<file path="src/fslr_pkg.sv">
// Package for the flash security lockout recovery block
package fslr_pkg;
  localparam logic [15:0] SEC_ADDR = 16'h1ff7;
  localparam logic [15:0] SEC_LOCKED = 16'h0002;
  localparam logic [15:0] SEC_OPEN = 16'h0000;
  localparam int IR_W = 4;
  localparam int DIV_W = 7;
  localparam logic [3:0] IR_IDCODE = 4'h2;
  localparam logic [3:0] IR_BYPASS = 4'hf;
  localparam logic [3:0] IR_RECOVER = 4'h8;
  localparam logic [3:0] IR_DEBUG = 4'h7;
  localparam logic [3:0] IR_RESET_VAL = 4'h2;
  localparam logic [31:0] ID_RESET_VAL = 32'h0000_0001;
  localparam logic [6:0] DIV_RESET_VAL = 7'h00;
  // TAP controller states
  typedef enum logic [3:0] {
    FSLR_TLR = 4'h0, FSLR_RTI = 4'h1, FSLR_SDS = 4'h2, FSLR_CDR = 4'h3,
    FSLR_SDR = 4'h4, FSLR_E1D = 4'h5, FSLR_PDR = 4'h6, FSLR_E2D = 4'h7,
    FSLR_UDR = 4'h8, FSLR_SIS = 4'h9, FSLR_CIR = 4'ha, FSLR_SIR = 4'hb,
    FSLR_E1I = 4'hc, FSLR_PIR = 4'hd, FSLR_E2I = 4'he, FSLR_UIR = 4'hf
  } fslr_tap_e;
  typedef enum logic [1:0] {
    FSLR_IDLE = 2'b00, FSLR_ERASE = 2'b01, FSLR_DONE = 2'b10
  } fslr_rec_e;
endpackage : fslr_pkg

</file>
<file path="src/fslr_tap.sv">
// IEEE 1149.1 TAP state machine
`timescale 1ns/1ps
`default_nettype none
module fslr_tap (
  input wire logic ref_clk,
  input wire logic nrst,
  input wire logic ce,
  input wire logic tck_rise,
  input wire logic tms,
  output var fslr_pkg::fslr_tap_e state
);
  fslr_pkg::fslr_tap_e state_r;
  fslr_pkg::fslr_tap_e state_nxt;

  always_comb
  begin
    state_nxt = state_r;
    if (tck_rise)
    begin
      case (state_r)
        fslr_pkg::FSLR_TLR: state_nxt = tms ? fslr_pkg::FSLR_TLR : fslr_pkg::FSLR_RTI;
        fslr_pkg::FSLR_RTI: state_nxt = tms ? fslr_pkg::FSLR_SDS : fslr_pkg::FSLR_RTI;
        fslr_pkg::FSLR_SDS: state_nxt = tms ? fslr_pkg::FSLR_SIS : fslr_pkg::FSLR_CDR;
        fslr_pkg::FSLR_CDR: state_nxt = tms ? fslr_pkg::FSLR_E1D : fslr_pkg::FSLR_SDR;
        fslr_pkg::FSLR_SDR: state_nxt = tms ? fslr_pkg::FSLR_E1D : fslr_pkg::FSLR_SDR;
        fslr_pkg::FSLR_E1D: state_nxt = tms ? fslr_pkg::FSLR_UDR : fslr_pkg::FSLR_PDR;
        fslr_pkg::FSLR_PDR: state_nxt = tms ? fslr_pkg::FSLR_E2D : fslr_pkg::FSLR_PDR;
        fslr_pkg::FSLR_E2D: state_nxt = tms ? fslr_pkg::FSLR_UDR : fslr_pkg::FSLR_SDR;
        fslr_pkg::FSLR_UDR: state_nxt = tms ? fslr_pkg::FSLR_SDS : fslr_pkg::FSLR_RTI;
        fslr_pkg::FSLR_SIS: state_nxt = tms ? fslr_pkg::FSLR_TLR : fslr_pkg::FSLR_CIR;
        fslr_pkg::FSLR_CIR: state_nxt = tms ? fslr_pkg::FSLR_E1I : fslr_pkg::FSLR_SIR;
        fslr_pkg::FSLR_SIR: state_nxt = tms ? fslr_pkg::FSLR_E1I : fslr_pkg::FSLR_SIR;
        fslr_pkg::FSLR_E1I: state_nxt = tms ? fslr_pkg::FSLR_UIR : fslr_pkg::FSLR_PIR;
        fslr_pkg::FSLR_PIR: state_nxt = tms ? fslr_pkg::FSLR_E2I : fslr_pkg::FSLR_PIR;
        fslr_pkg::FSLR_E2I: state_nxt = tms ? fslr_pkg::FSLR_UIR : fslr_pkg::FSLR_SIR;
        fslr_pkg::FSLR_UIR: state_nxt = tms ? fslr_pkg::FSLR_SDS : fslr_pkg::FSLR_RTI;
        default: state_nxt = fslr_pkg::FSLR_TLR;
      endcase
    end
  end

  always_ff @(posedge ref_clk)
  begin
    if (!nrst)
      state_r <= fslr_pkg::FSLR_TLR;
    else if (ce)
      state_r <= state_nxt;
  end

  assign state = state_r;
endmodule : fslr_tap
`default_nettype wire

</file>
<file path="src/fslr_top.sv">
// Flash security interlock and JTAG lockout recovery
`timescale 1ns/1ps
`default_nettype none
module fslr_top #(
  parameter int ID_W = 32,
  parameter logic [31:0] ID_CODE = 32'h1000_0001 // Arbitrary value
) (
  input wire logic ref_clk,
  input wire logic nrst,
  input wire logic ce,
  input wire logic tck,
  input wire logic tms,
  input wire logic tdi,
  output logic tdo,
  output logic tdo_oe,
  input wire logic [15:0] sec_word,
  input wire logic dbg_flash_req,
  output logic dbg_flash_grant,
  output logic dbg_enable,
  output logic secured,
  output logic [6:0] erase_div,
  output logic erase_start,
  input wire logic erase_done,
  output logic erase_busy,
  input wire logic boundary_scan_tdo,
  output logic boundary_scan_sel,
  output logic debug_sel
);
  ////////////////////////////////////////////////////////////////////////
  // Pin synchronisers
  logic [2:0] tck_s_r, tck_s_nxt;
  logic [1:0] tms_s_r, tms_s_nxt, tdi_s_r, tdi_s_nxt;
  logic tck_rise, tck_fall;
  fslr_pkg::fslr_tap_e tap_st;

  always_comb
  begin
    tck_s_nxt = {tck_s_r[1:0], tck};
    tms_s_nxt = {tms_s_r[0], tms};
    tdi_s_nxt = {tdi_s_r[0], tdi};
  end

  always_ff @(posedge ref_clk)
  begin
    if (!nrst)
    begin
      tck_s_r <= 3'h0;
      tms_s_r <= 2'h3;
      tdi_s_r <= 2'h0;
    end
    else if (ce)
    begin
      tck_s_r <= tck_s_nxt;
      tms_s_r <= tms_s_nxt;
      tdi_s_r <= tdi_s_nxt;
    end
  end

  assign tck_rise = tck_s_r[1] & ~tck_s_r[2];
  assign tck_fall = ~tck_s_r[1] & tck_s_r[2];

  fslr_tap u_tap (
    .ref_clk(ref_clk),
    .nrst(nrst),
    .ce(ce),
    .tck_rise(tck_rise),
    .tms(tms_s_r[1]),
    .state(tap_st)
  );

  ////////////////////////////////////////////////////////////////////////
  // Instruction and data registers
  logic [3:0] ir_sh_r, ir_sh_nxt, ir_r, ir_nxt;
  logic [31:0] dr_sh_r, dr_sh_nxt;
  logic [6:0] div_r, div_nxt;
  logic div_upd_r, div_upd_nxt;
  logic tdo_r, tdo_nxt, oe_r, oe_nxt;
  logic sec_r, sec_nxt, cap_r, cap_nxt;
  fslr_pkg::fslr_rec_e rec_r, rec_nxt;
  logic start_r, start_nxt;

  always_comb
  begin
    ir_sh_nxt = ir_sh_r;
    ir_nxt = ir_r;
    dr_sh_nxt = dr_sh_r;
    div_nxt = div_r;
    div_upd_nxt = div_upd_r;
    tdo_nxt = tdo_r;
    oe_nxt = oe_r;
    if (tck_rise)
    begin
      case (tap_st)
        fslr_pkg::FSLR_TLR:
        begin
          ir_nxt = fslr_pkg::IR_RESET_VAL;
          div_upd_nxt = 1'b0;
        end
        fslr_pkg::FSLR_CIR: ir_sh_nxt = 4'h1;
        fslr_pkg::FSLR_SIR: ir_sh_nxt = {tdi_s_r[1], ir_sh_r[3:1]};
        fslr_pkg::FSLR_UIR:
        begin
          ir_nxt = ir_sh_r;
          div_upd_nxt = 1'b0;
        end
        fslr_pkg::FSLR_CDR:
        begin
          if (ir_r == fslr_pkg::IR_IDCODE)
            dr_sh_nxt = ID_CODE;
          else if (ir_r == fslr_pkg::IR_RECOVER)
            dr_sh_nxt = {25'h0, div_r};
          else
            dr_sh_nxt = 32'h0;
        end
        fslr_pkg::FSLR_SDR:
        begin
          if (ir_r == fslr_pkg::IR_RECOVER)
            dr_sh_nxt = {25'h0, tdi_s_r[1], dr_sh_r[6:1]};
          else if (ir_r == fslr_pkg::IR_IDCODE)
            dr_sh_nxt = {tdi_s_r[1], dr_sh_r[31:1]};
          else
            dr_sh_nxt = {31'h0, tdi_s_r[1]};
        end
        fslr_pkg::FSLR_UDR:
        begin
          if (ir_r == fslr_pkg::IR_RECOVER)
          begin
            div_nxt = dr_sh_r[6:0];
            div_upd_nxt = 1'b1;
          end
        end
        default: ;
      endcase
    end
    if (tck_fall)
    begin
      oe_nxt = (tap_st == fslr_pkg::FSLR_SDR) || (tap_st == fslr_pkg::FSLR_SIR);
      if (tap_st == fslr_pkg::FSLR_SIR)
        tdo_nxt = ir_sh_r[0];
      else if (ir_r == fslr_pkg::IR_DEBUG || ir_r == fslr_pkg::IR_BYPASS)
        tdo_nxt = (ir_r == fslr_pkg::IR_DEBUG) ? boundary_scan_tdo : dr_sh_r[0];
      else
        tdo_nxt = dr_sh_r[0];
    end
  end

  ////////////////////////////////////////////////////////////////////////
  // Security latch and recovery sequence
  always_comb
  begin
    cap_nxt = 1'b1;
    sec_nxt = sec_r;
    if (!cap_r)
      sec_nxt = (sec_word == fslr_pkg::SEC_LOCKED);
    rec_nxt = rec_r;
    start_nxt = 1'b0;
    case (rec_r)
      fslr_pkg::FSLR_IDLE:
      begin
        // erase starts on entering idle
        // Divider update and idle entry fall on the same tck edge
        if (tck_rise && div_upd_nxt && ir_r == fslr_pkg::IR_RECOVER
            && tap_st == fslr_pkg::FSLR_UDR && !tms_s_r[1])
        begin
          rec_nxt = fslr_pkg::FSLR_ERASE;
          start_nxt = 1'b1;
        end
      end
      fslr_pkg::FSLR_ERASE:
        if (erase_done)
          rec_nxt = fslr_pkg::FSLR_DONE;
      fslr_pkg::FSLR_DONE: rec_nxt = fslr_pkg::FSLR_DONE;
      default: rec_nxt = fslr_pkg::FSLR_IDLE;
    endcase
  end

  always_ff @(posedge ref_clk)
  begin
    if (!nrst)
    begin
      ir_sh_r <= 4'h0;
      ir_r <= fslr_pkg::IR_RESET_VAL;
      dr_sh_r <= 32'h0;
      div_r <= fslr_pkg::DIV_RESET_VAL;
      div_upd_r <= 1'b0;
      tdo_r <= 1'b0;
      oe_r <= 1'b0;
      // secured until the word is read
      sec_r <= 1'b1;
      cap_r <= 1'b0;
      rec_r <= fslr_pkg::FSLR_IDLE;
      start_r <= 1'b0;
    end
    else if (ce)
    begin
      ir_sh_r <= ir_sh_nxt;
      ir_r <= ir_nxt;
      dr_sh_r <= dr_sh_nxt;
      div_r <= div_nxt;
      div_upd_r <= div_upd_nxt;
      tdo_r <= tdo_nxt;
      oe_r <= oe_nxt;
      sec_r <= sec_nxt;
      cap_r <= cap_nxt;
      rec_r <= rec_nxt;
      start_r <= start_nxt;
    end
  end

  ////////////////////////////////////////////////////////////////////////
  // Outputs
  assign tdo = tdo_r;
  assign tdo_oe = oe_r;
  assign secured = sec_r;
  // debug gated while secured or erasing
  assign dbg_enable = ~sec_r & (rec_r == fslr_pkg::FSLR_IDLE);
  assign dbg_flash_grant = dbg_flash_req & dbg_enable;
  assign debug_sel = dbg_enable & (ir_r == fslr_pkg::IR_DEBUG);
  assign boundary_scan_sel = (ir_r != fslr_pkg::IR_RECOVER);
  assign erase_div = div_r;
  assign erase_start = start_r;
  assign erase_busy = (rec_r == fslr_pkg::FSLR_ERASE);

  property p_start;
    @(posedge ref_clk) disable iff (!nrst)
    erase_start |-> erase_busy && !$past(erase_busy);
  endproperty
  a_start: assert property (p_start) else $error("start");
  property p_block;
    @(posedge ref_clk) disable iff (!nrst)
    (secured || erase_busy) |-> !dbg_flash_grant;
  endproperty
  a_block: assert property (p_block) else $error("grant");
  property p_hold;
    @(posedge ref_clk) disable iff (!nrst)
    (rec_r == fslr_pkg::FSLR_DONE) |=> (rec_r == fslr_pkg::FSLR_DONE && !dbg_enable);
  endproperty
  a_hold: assert property (p_hold) else $error("release");
  property p_lock;
    @(posedge ref_clk) disable iff (!nrst)
    (ce && !cap_r) |=> (secured == ($past(sec_word) == fslr_pkg::SEC_LOCKED));
  endproperty
  a_lock: assert property (p_lock) else $error("lock");
  property p_keep;
    @(posedge ref_clk) disable iff (!nrst)
    (erase_busy && !erase_done) |=> erase_busy;
  endproperty
  a_keep: assert property (p_keep) else $error("erase dropped");
  property p_sticky;
    @(posedge ref_clk) disable iff (!nrst)
    (ce && cap_r) |=> $stable(secured);
  endproperty
  a_sticky: assert property (p_sticky) else $error("security moved");
endmodule : fslr_top
`default_nettype wire

</file>
<file path="config.mk">
export PLATFORM = sky130hd
export DESIGN_NAME = fslr_top
export DESIGN_NICKNAME = d
export VERILOG_FILES = /design/src/fslr_pkg.sv /design/src/fslr_tap.sv /design/src/fslr_top.sv
export SDC_FILE = /design/constraint.sdc
export NUM_CORES = 1
export LEC_CHECK = 0
export CELL_PAD_IN_SITES_DETAIL_PLACEMENT = 0
export CELL_PAD_IN_SITES_GLOBAL_PLACEMENT = 2
export CORE_MARGIN = 2
export CORE_UTILIZATION = 23
export DETAILED_ROUTE_END_ITERATION = 7
export DONT_BUFFER_PORTS = 1
export HOLD_SLACK_MARGIN = 0.06
export PLACE_DENSITY_LB_ADDON = 0.1
export SETUP_SLACK_MARGIN = 0.1
export SYNTH_ARGS = -nofsm -noshare
export SYNTH_HDL_FRONTEND = slang
export SYNTH_SLANG_ARGS = --single-unit
export TNS_END_PERCENT = 20
</file>
<file path="constraint.sdc">
create_clock -name ref_clk -period 3.38 [get_ports ref_clk]
set_input_delay 0.338 -clock ref_clk [delete_from_list [all_inputs] [get_ports ref_clk]]
set_output_delay 0.338 -clock ref_clk [all_outputs]
set_load 0.01 [all_outputs]
</file>
Yosys cells after proc, flatten, opt, wreduce, memory -nomap -nowiden:

Index checks and enable logic that the tools add are counted.
W data, S select, Z words.

* add/sub/neg operators: 0
* multipliers: 0
* divide/modulo/power cells: 0
* magnitude comparators: 0
* eq/ne operators: 25
* shift-type cells: 0
* muxes and demuxes: 31
* bitwise gates (word level): 9
* reductions and logical operators: 24

Operators by type and width (number)
* $mux W32: 2
* $pmux W32 S2: 1
* $pmux W4 S12: 1
* $eq A4 B4 Y1 const B: 10
* $mux W29: 1
* $eq A4 B3 Y1 const B: 5
* $eq A16 B2 Y1 const B: 1
* $mux W4: 4
* $pmux W4 S2: 2
* $eq A4 B2 Y1 const B: 3
* $reduce_and A3 Y1: 4
* $mux W1: 10
* $mux W2: 5
* $mux W7: 1
* $mux W3: 2
* $pmux W2 S3: 1
* $reduce_and A2 Y1: 3
* $reduce_bool A2 Y1: 3
* $reduce_or A2 Y1: 3
* $and A1 B1 Y1: 5
* $eq A4 B1 Y1 const B: 1
* $logic_and A1 B1 Y1: 4
* $logic_not A4 Y1: 1
* $ne A2 B2 Y1 const B: 2
* 10 further kinds: 14

* register bits: 66
* latch bits: 0
* RAM bits: 0
* memory bits (read-only): 0
* output and inout bits: 16
* memories kept: 0

Depth between registers and ports, before layout:

Gate-level depths: netlist of the first run.

* word-level depth: 10
* mapped depth: 6
* depth with buffers taken out: 6

Hierarchy:

From an unflattened synthesis of the first run, not the netlist that was laid out.

* cells, all modules: 344
* area, all modules: 3044.2 um^2

By module, submodules not included
* fslr_top: instances 1, cells an instance 292, area an instance 2647.5 um^2, sequential area each 1221.2 um^2
* fslr_tap: instances 1, cells an instance 52, area an instance 396.6 um^2, sequential area each 80.1 um^2

Worst setup path after synthesis of the first run:

No wires, ideal clock.

* path type: register to register
* from: reg u_tap.state_r[1], in the netlist u_tap.state[1]
* to: reg dr_sh_r[2]
* library setup time: 123 ps
* data arrival time: 1619 ps
* slack: 1638 ps
* stages on the path, launching flop included: 7
* clock period less this slack: 1742 ps
* path through: dfxtp_1 > buf_2 > or3b_1 > a211o_1 > clkbuf_1 > a221oi_1 > nor2_1

* longest elaborated chain between the ends: 3
* elaborated cells on any way between the ends: 5
* classes of those cells: eq/ne (2); mux (1); reduce/logical (2)

Ends and longest elaborated chain
* start, declared: line fslr_tap.sv:12 `fslr_pkg::fslr_tap_e state_r;`
* start signal, assigned: line fslr_tap.sv:45 `state_r <= fslr_pkg::FSLR_TLR;`
* start signal, assigned: line fslr_tap.sv:47 `state_r <= state_nxt;`
* $eq A4 B3 Y1 / $eq A4 B2 Y1 (equally long branches): line fslr_top.sv:93 `case (tap_st)`
* $reduce_bool A2 Y1 (no line)
* $reduce_and A3 Y1 (no line)
* end signal, assigned: line fslr_top.sv:198 `dr_sh_r <= dr_sh_nxt;`
* end, declared: line fslr_top.sv:74 `logic [31:0] dr_sh_r, dr_sh_nxt;`

Parallel ways exist; a longest one is shown, timed or not.
A chain may end at the register's enable or synchronous reset.

Worst setup path after layout of the first run:

* from: reg u_tap.state_r[2], in the netlist u_tap.state[2]
* to: reg dr_sh_r[28]

The elaborated chain is that of the path after synthesis.

==> impl_metrics.yaml, run 1 <==
status:
  outcome: "completed"
clock_tree:
  clock_sink_count: 65
  cts_tree: "built"
  hold_buffers: 0
  worst_skew_pair.late_latency_ns: 0.33
  cts-root-to-sink-buffers: 2
  cts-buffers-inserted: 9
  buffer_count_from_post_cts_setup_fixing: 0
  cts_resized: 0
  clk_transition_reported_paths_ns: 0.06
  htree_levels: 3
  clock_tree_root: "clkbuf_16"
floorplanning:
  ios: 41
  initial_utilization_pct: 23.82
  die-width_um: 121.6
  die_area_mm2: 0.01478
  floorplan.die.height_um: 121.6
  coreArea_mm2: 0.01335
  core.rowCount: 42
setup_path:
  critical_path.cell_chain: "or3b_1, a211o_1, or3_1, a21boi_1"
  r2r_start: "u_tap.state[2]$_SDFFE_PN0P_"
  crit_path_end_kind: "flip-flop"
  cp_slowest_cell: "dfxtp_1"
  critical_path_buf_inv_count: 0
  worst-endpoint-required_ns: 3.65
  critical_path_class: "flip-flop to flip-flop"
  critPathTopFamily: "simple AND/OR/NAND/NOR gates"
  cp_slowest_stage_delay_ns: 0.73
  start_kind: "flip-flop"
  cp_max_fo: 21
  worst_setup_path_startpoint: "u_tap.state[2]$_SDFFE_PN0P_"
  worst-endpoint-arrival_ns: 2.59
synth:
  most_common_library_cells_after_synthesis: "dfxtp_1, nand2_1, nand3_2, nor2b_1"
  yosysTopAreaCellShare_pct: 40.93
  synth-main-ff-cell: "dfxtp_1"
  synthesized_area_per_cell_um2: 9.058
  ys_seq_area_share_pct: 40.93
  synth.most_common_cell: "dfxtp_1"
  postSynth.asyncResetShare_pct: 0
  synth_top_cells_by_area: "dfxtp_1, nand3_2, mux2i_1"
  post_synth_instance_area_mm2: 0.003179
  netlist-cell-type-count: 57
  postSynthRegisterBits: 65
  synth_fp_nets: 378
  synthesis.instances: 351
  synthesis_warnings: 0
  synth_enable_flop_cells: 0
  yosys.area.top_type: "dfxtp_1"
flow_run:
  cap_violations: 0
global_route:
  gr-total-overflow: 0
  grt_start_max_net_pins: 68
  grt_first_pass_wirelength_um: 13030
  grt_antenna_before_repair: 0
  grt_use_total_pct: 11.50
  first_global_vias: 2329
route:
  initial_drc_count: 152
  vias: 2445
  routed_wl_um: 7908
  route.detailed.wl_per_inst_um: 15.21
  drtPass1Iterations: 4
  ant_nets: 0
  avgViaCountPerCell: 4.702
  drc: 0
placement:
  post_place_cell_area_mm2: 0.003316
  gp_congestion: 0.6694
  place.detailed.instances: 504
  place.detailed.hpwl_um: 4869
  io_buffer_count: 0
cells_and_area:
  syn_to_final_growth_pct: 13.38
  layout.cells.non_filler: 520
  total_non_filler_cell_area_in_the_finished_layout_mm2: 0.003605
  drive_above_1_share_pct: 17.15
  nets: 366
  antenna_cell_count: 0
sta:
  min_period_over_period_pct: 68.63
  finalHoldViolations: 0
  timing.max_slew.rel_slack_pct: 46.51
  max_freq_ghz: 0.4311
  worst-slew-pin-transition_ns: 0.8012
  rsz0062_at_grt: "false"
  final.min_clock_period_ns: 2.320
  fin_worst_skew_ns: 0.004965
  fin_worst_hold_slack_ns: 0.09202
  slew_violations: 0
  report.final.setup_viol: 0
  timing.setup.tns_ns: 0
pwr:
  power.share.sequential_pct: 45.2
  power-per-cell-area_mw_per_mm2: 479.3
  ir_worst_vdd_mv: 0.1723
  static-leakage-power_nw: 1.183
  switchingPower_w: 0.0003670
  power.share.combinational_pct: 1.6
  internal_power_of_the_cells_w: 0.001361
  totalPowerFinal_w: 0.001728
  sw_frac_of_total_pct: 21.24
  clk_network_pwr_share_pct: 53.2
worst_hold_path:
  startpoint_of_the_lowest_slack_hold_path: "nrst"
  holdCritPathClass: "primary input to flip-flop"
==> final timing paths <==
path	slack (ns)	cells after the start	endpoint
max	1.06	4	dr_sh_r[28]$_SDFFE_PN0P_
min	0.09	1	tms_s_r[0]$_SDFFE_PN1P_
max reg2reg	1.06	4	dr_sh_r[28]$_SDFFE_PN0P_
min reg2reg	0.45	2	dr_sh_r[23]$_SDFFE_PN0P_
==> power by group through the flow <==
stage | logic, W | clock network [W] | registers [W]
2_1_floorplan | 0.0000371 | 0 | 0.000793
3_3_place_gp | 0.0000281 | 0 | 0.000797
3_5_place_dp | 0.0000283 | 0 | 0.000797
4_1_cts | 0.0000284 | 0.000957 | 0.000780
5_1_grt | 0.0000309 | 0.000990 | 0.000781
6_report | 0.0000280 | 0.000919 | 0.000780
==> kinds of logic after synthesis <==
| group | Yosys count | synth area share, % |
|---|---|---|
| AOI/OAI and AO/OA | 87 | 20.70 |
| buffers and inverters | 36 | 5.116 |
| muxes | 17 | 5.352 |
| and+or+nand+nor | 144 | 27.12 |
| adders and majority gates | 2 | 0.7870 |
| DFF | 65 | 40.93 |
==> flip-flops by register name, summed over array words and instances, names as in the netlist, 2 cells and up <==
| name | cells |
|---|---|
| tms_s_r | 2 |
| tck_s_r | 3 |
| ir_r | 4 |
| dr_sh_r | 32 |
| rec_r | 2 |
| tdi_s_r | 2 |
| ir_sh_r | 4 |
| u_tap.state | 4 |
| erase_div | 7 |
==> per-stage QoR <==
stage               utilization (%)  setup WS (ns)
floorplan                         -          1.638
global placement              24.84          1.104
detailed placement            24.84          1.082
CTS                           27.01          1.064
global route                  27.01         0.9181
finish                        27.01          1.060
==> layout make-up <==
cell class              count  area [µm²]
clock buffers              11       232.7
clock inverters             5       56.30
fillers                  1470        9743
inverters                   7       26.28
multi-input cells         250        1723
flip-flops and latches     65        1301
well taps                 176       220.2
repair buffers              6       45.04
==> per-layer routing <==
metal,wire (µm),GRT usage [%]
met1,3887,15.44
met4,127,5.172
met3,329,3.184
met5,0,0
met2,3564,17.21
==> cells in the final DEF, fill, tap and decap left out, types with 3 or more instances in the layout <==
master,synthesis,final
dfxtp_1,65,65
inv_1,6,6
a21boi_2,13,13
a22oi_1,4,4
a21boi_1,14,14
nand3_1,10,10
nor3_1,3,3
buf_4,2,6
nor4b_1,3,3
nor2b_1,19,19
mux2i_1,17,17
nand3_2,19,19
nand2_1,44,44
o21ai_1,4,4
o21ai_0,14,14
a221oi_1,5,5
nand4_1,4,4
nor3b_1,3,3
nor2_1,18,18
clkbuf_16,0,9
nor4_1,3,3
a31oi_1,3,3
a21o_1,3,3
a21oi_1,9,9
(Power assumes the default switching activity.)
==> inputs of run 2 (changes only) <==
Clock period 3.38 ns to 2.2 ns, I/O delays scaled along.
==> run 2 against run 1 <==
Die area unchanged. Sequential power up 54%. Worst setup slack got worse by 0.78 ns. Highest routed layer unchanged. Design area is 4.2% higher.
==> impl_metrics.yaml, run 2 (synthesized netlist as in run 1, its figures left out) <==
status:
  outcome: "completed"
floorplanning:
  floorplan.die.height_um: 121.6
  ios: 41
  die-width_um: 121.6
  coreArea_mm2: 0.01335
  die_area_mm2: 0.01478
  core.rowCount: 42
  initial_utilization_pct: 23.82
pwr:
  static-leakage-power_nw: 1.249
  ir_worst_vdd_mv: 0.3369
  power-per-cell-area_mw_per_mm2: 738.9
sta:
  rsz0062_at_grt: "false"
  report.final.setup_viol: 0
  timing.max_slew.rel_slack_pct: 66.28
  min_period_over_period_pct: 87.38
  slew_violations: 0
  finalHoldViolations: 0
  fin_worst_skew_ns: 0.006644
  timing.setup.tns_ns: 0
  final.min_clock_period_ns: 1.922
  max_freq_ghz: 0.5202
  worst-slew-pin-transition_ns: 0.5058
cells_and_area:
  largest_register_ff_count: 32
  mostFrequentLayoutCells: "dfxtp_1, nand2_1, nor2b_1, nand3_2, nor2_1"
  layout.filler_cells: 1447
  antenna_cell_count: 0
  syn_to_final_growth_pct: 18.10
  layout.cells.non_filler: 529
  nets: 375
  regMostFlops: "dr_sh_r"
  mostFrequentLayoutCell: "dfxtp_1"
  drive_above_1_share_pct: 18.70
clock_tree:
  cts_resized: 0
  buffer_count_from_post_cts_setup_fixing: 0
  cts-root-to-sink-buffers: 2
  htree_levels: 3
  worst_skew_pair.late_latency_ns: 0.33
  cts_tree: "built"
  hold_buffers: 5
  clock_tree_root: "clkbuf_16"
  clk_transition_reported_paths_ns: 0.06
  cts-buffers-inserted: 9
  clock_sink_count: 65
setup_path:
  critPathTopFamily: "simple AND/OR/NAND/NOR gates"
  worst-endpoint-required_ns: 2.47
  start_kind: "flip-flop"
  worst-endpoint-arrival_ns: 2.19
  reg2reg_slack_ns: 0.28
  critical_path.cell_chain: "or4b_1, a21oi_1, a221oi_1, nor2_1"
  rr_worst_depth: 4
  worst-path-stages: 4
  cp_max_fo: 9
  cp_slowest_cell: "or4b_1"
  cp_slowest_stage_delay_ns: 0.68
  critical_path_buf_inv_count: 0
  crit_path_end_kind: "flip-flop"
  critical_path_class: "flip-flop to flip-flop"
global_route:
  grt_antenna_before_repair: 0
  gr-total-overflow: 0
  grt_first_pass_wirelength_um: 13630
  grt_start_max_net_pins: 67
  first_global_vias: 2405
  grt_use_total_pct: 12.10
placement:
  gp_congestion: 0.6774
  place.detailed.hpwl_um: 5101
  io_buffer_count: 0
  place.detailed.instances: 508
worst_hold_path:
  hold-path-cell-count: 2
  holdCritPathClass: "primary input to flip-flop"
route:
  avgViaCountPerCell: 4.662
  route.detailed.wl_per_inst_um: 15.55
  routed_wl_um: 8226
  ant_nets: 0
  initial_drc_count: 159
  vias: 2466
  drc: 0
  drtPass1Iterations: 4
flow_run:
  cap_violations: 0
[run 2: cell types whose count changed in the layout (fill, tap and decap cells not counted)]
cell	change
buf_4	+2
dlygate4sd3_1	+4
clkinv_2	-1
buf_16	+1
clkinv_4	-1
clkbuf_8	+3
buf_12	+2
clkinvlp_4	+1
clkbuf_1	-2
[run 2: layer usage]
| metal | vias to the layer above | global-route usage, % | share of wire, % |
|---|---|---|---|
| met3 | 11 | 3.371 | 3.1 |
| met1 | 1177 | 15.98 | 49 |
| met5 | - | 0 | 0 |
| met2 | 26 | 18.64 | 47 |
| li1 | 1252 | - | - |
| met4 | 0 | 4.957 | 1.8 |
[run 2: area by class of cell]
cell class / count / area, µm² / share of cell area (%)
Tap cell: 176 / 220.2 / 5.865
Clock buffer: 12 / 266.5 / 7.098
Clock inverter: 4 / 50.05 / 1.333
Sequential cell: 65 / 1301 / 34.66
Inverter: 7 / 26.28 / 0.6998
Timing Repair Buffer: 15 / 167.7 / 4.465
Multi-Input combinational cell: 250 / 1723 / 45.88
[run 2: worst reg2reg max path, stage by stage, from the launching register on]
cell and delay (ns):
dfxtp_1 0.41, or4b_1 0.69, a21oi_1 0.48, a221oi_1 0.15, nor2_1 0.13
[run 2: through the flow]
step | worst slack [ns] | total power, W | util [%] | hold slack (ns) | instance area [µm²]
after global routing | 0.1043 | 0.002893 | 28.13 | 0.08552 | 3755
after detailed placement | 0.2662 | 0.001269 | 25.25 | 0.2996 | 3371
after floorplan | 0.4584 | 0.001275 | - | 0.3484 | 3179
after CTS | 0.2558 | 0.002830 | 28.13 | 0.06922 | 3755
after global placement | 0.2298 | 0.001269 | 25.25 | 0.2969 | 3371
final | 0.2777 | 0.002775 | 28.13 | 0.07658 | 3755
[run 2: power breakdown]
| part | leakage, nW | total, W | switching (W) | internal [W] |
|---|---|---|---|---|
| clock | 0.151 | 0.00150 | 0.000534 | 0.000967 |
| combinational | 0.573 | 0.0000756 | 0.0000365 | 0.0000391 |
| sequential | 0.525 | 0.00120 | 0.0000112 | 0.00119 |
| total | 1.25 | 0.00277 | 0.000582 | 0.00219 |
[run 2: worst paths after layout]
path,start,endpoint
max,u_tap.state[3]$_SDFFE_PN0P_,dr_sh_r[3]$_SDFFE_PN0P_
min,ce,tdi_s_r[1]$_SDFFE_PN0P_
min reg2reg,dr_sh_r[23]$_SDFFE_PN0P_,dr_sh_r[23]$_SDFFE_PN0P_
max reg2reg,u_tap.state[3]$_SDFFE_PN0P_,dr_sh_r[3]$_SDFFE_PN0P_
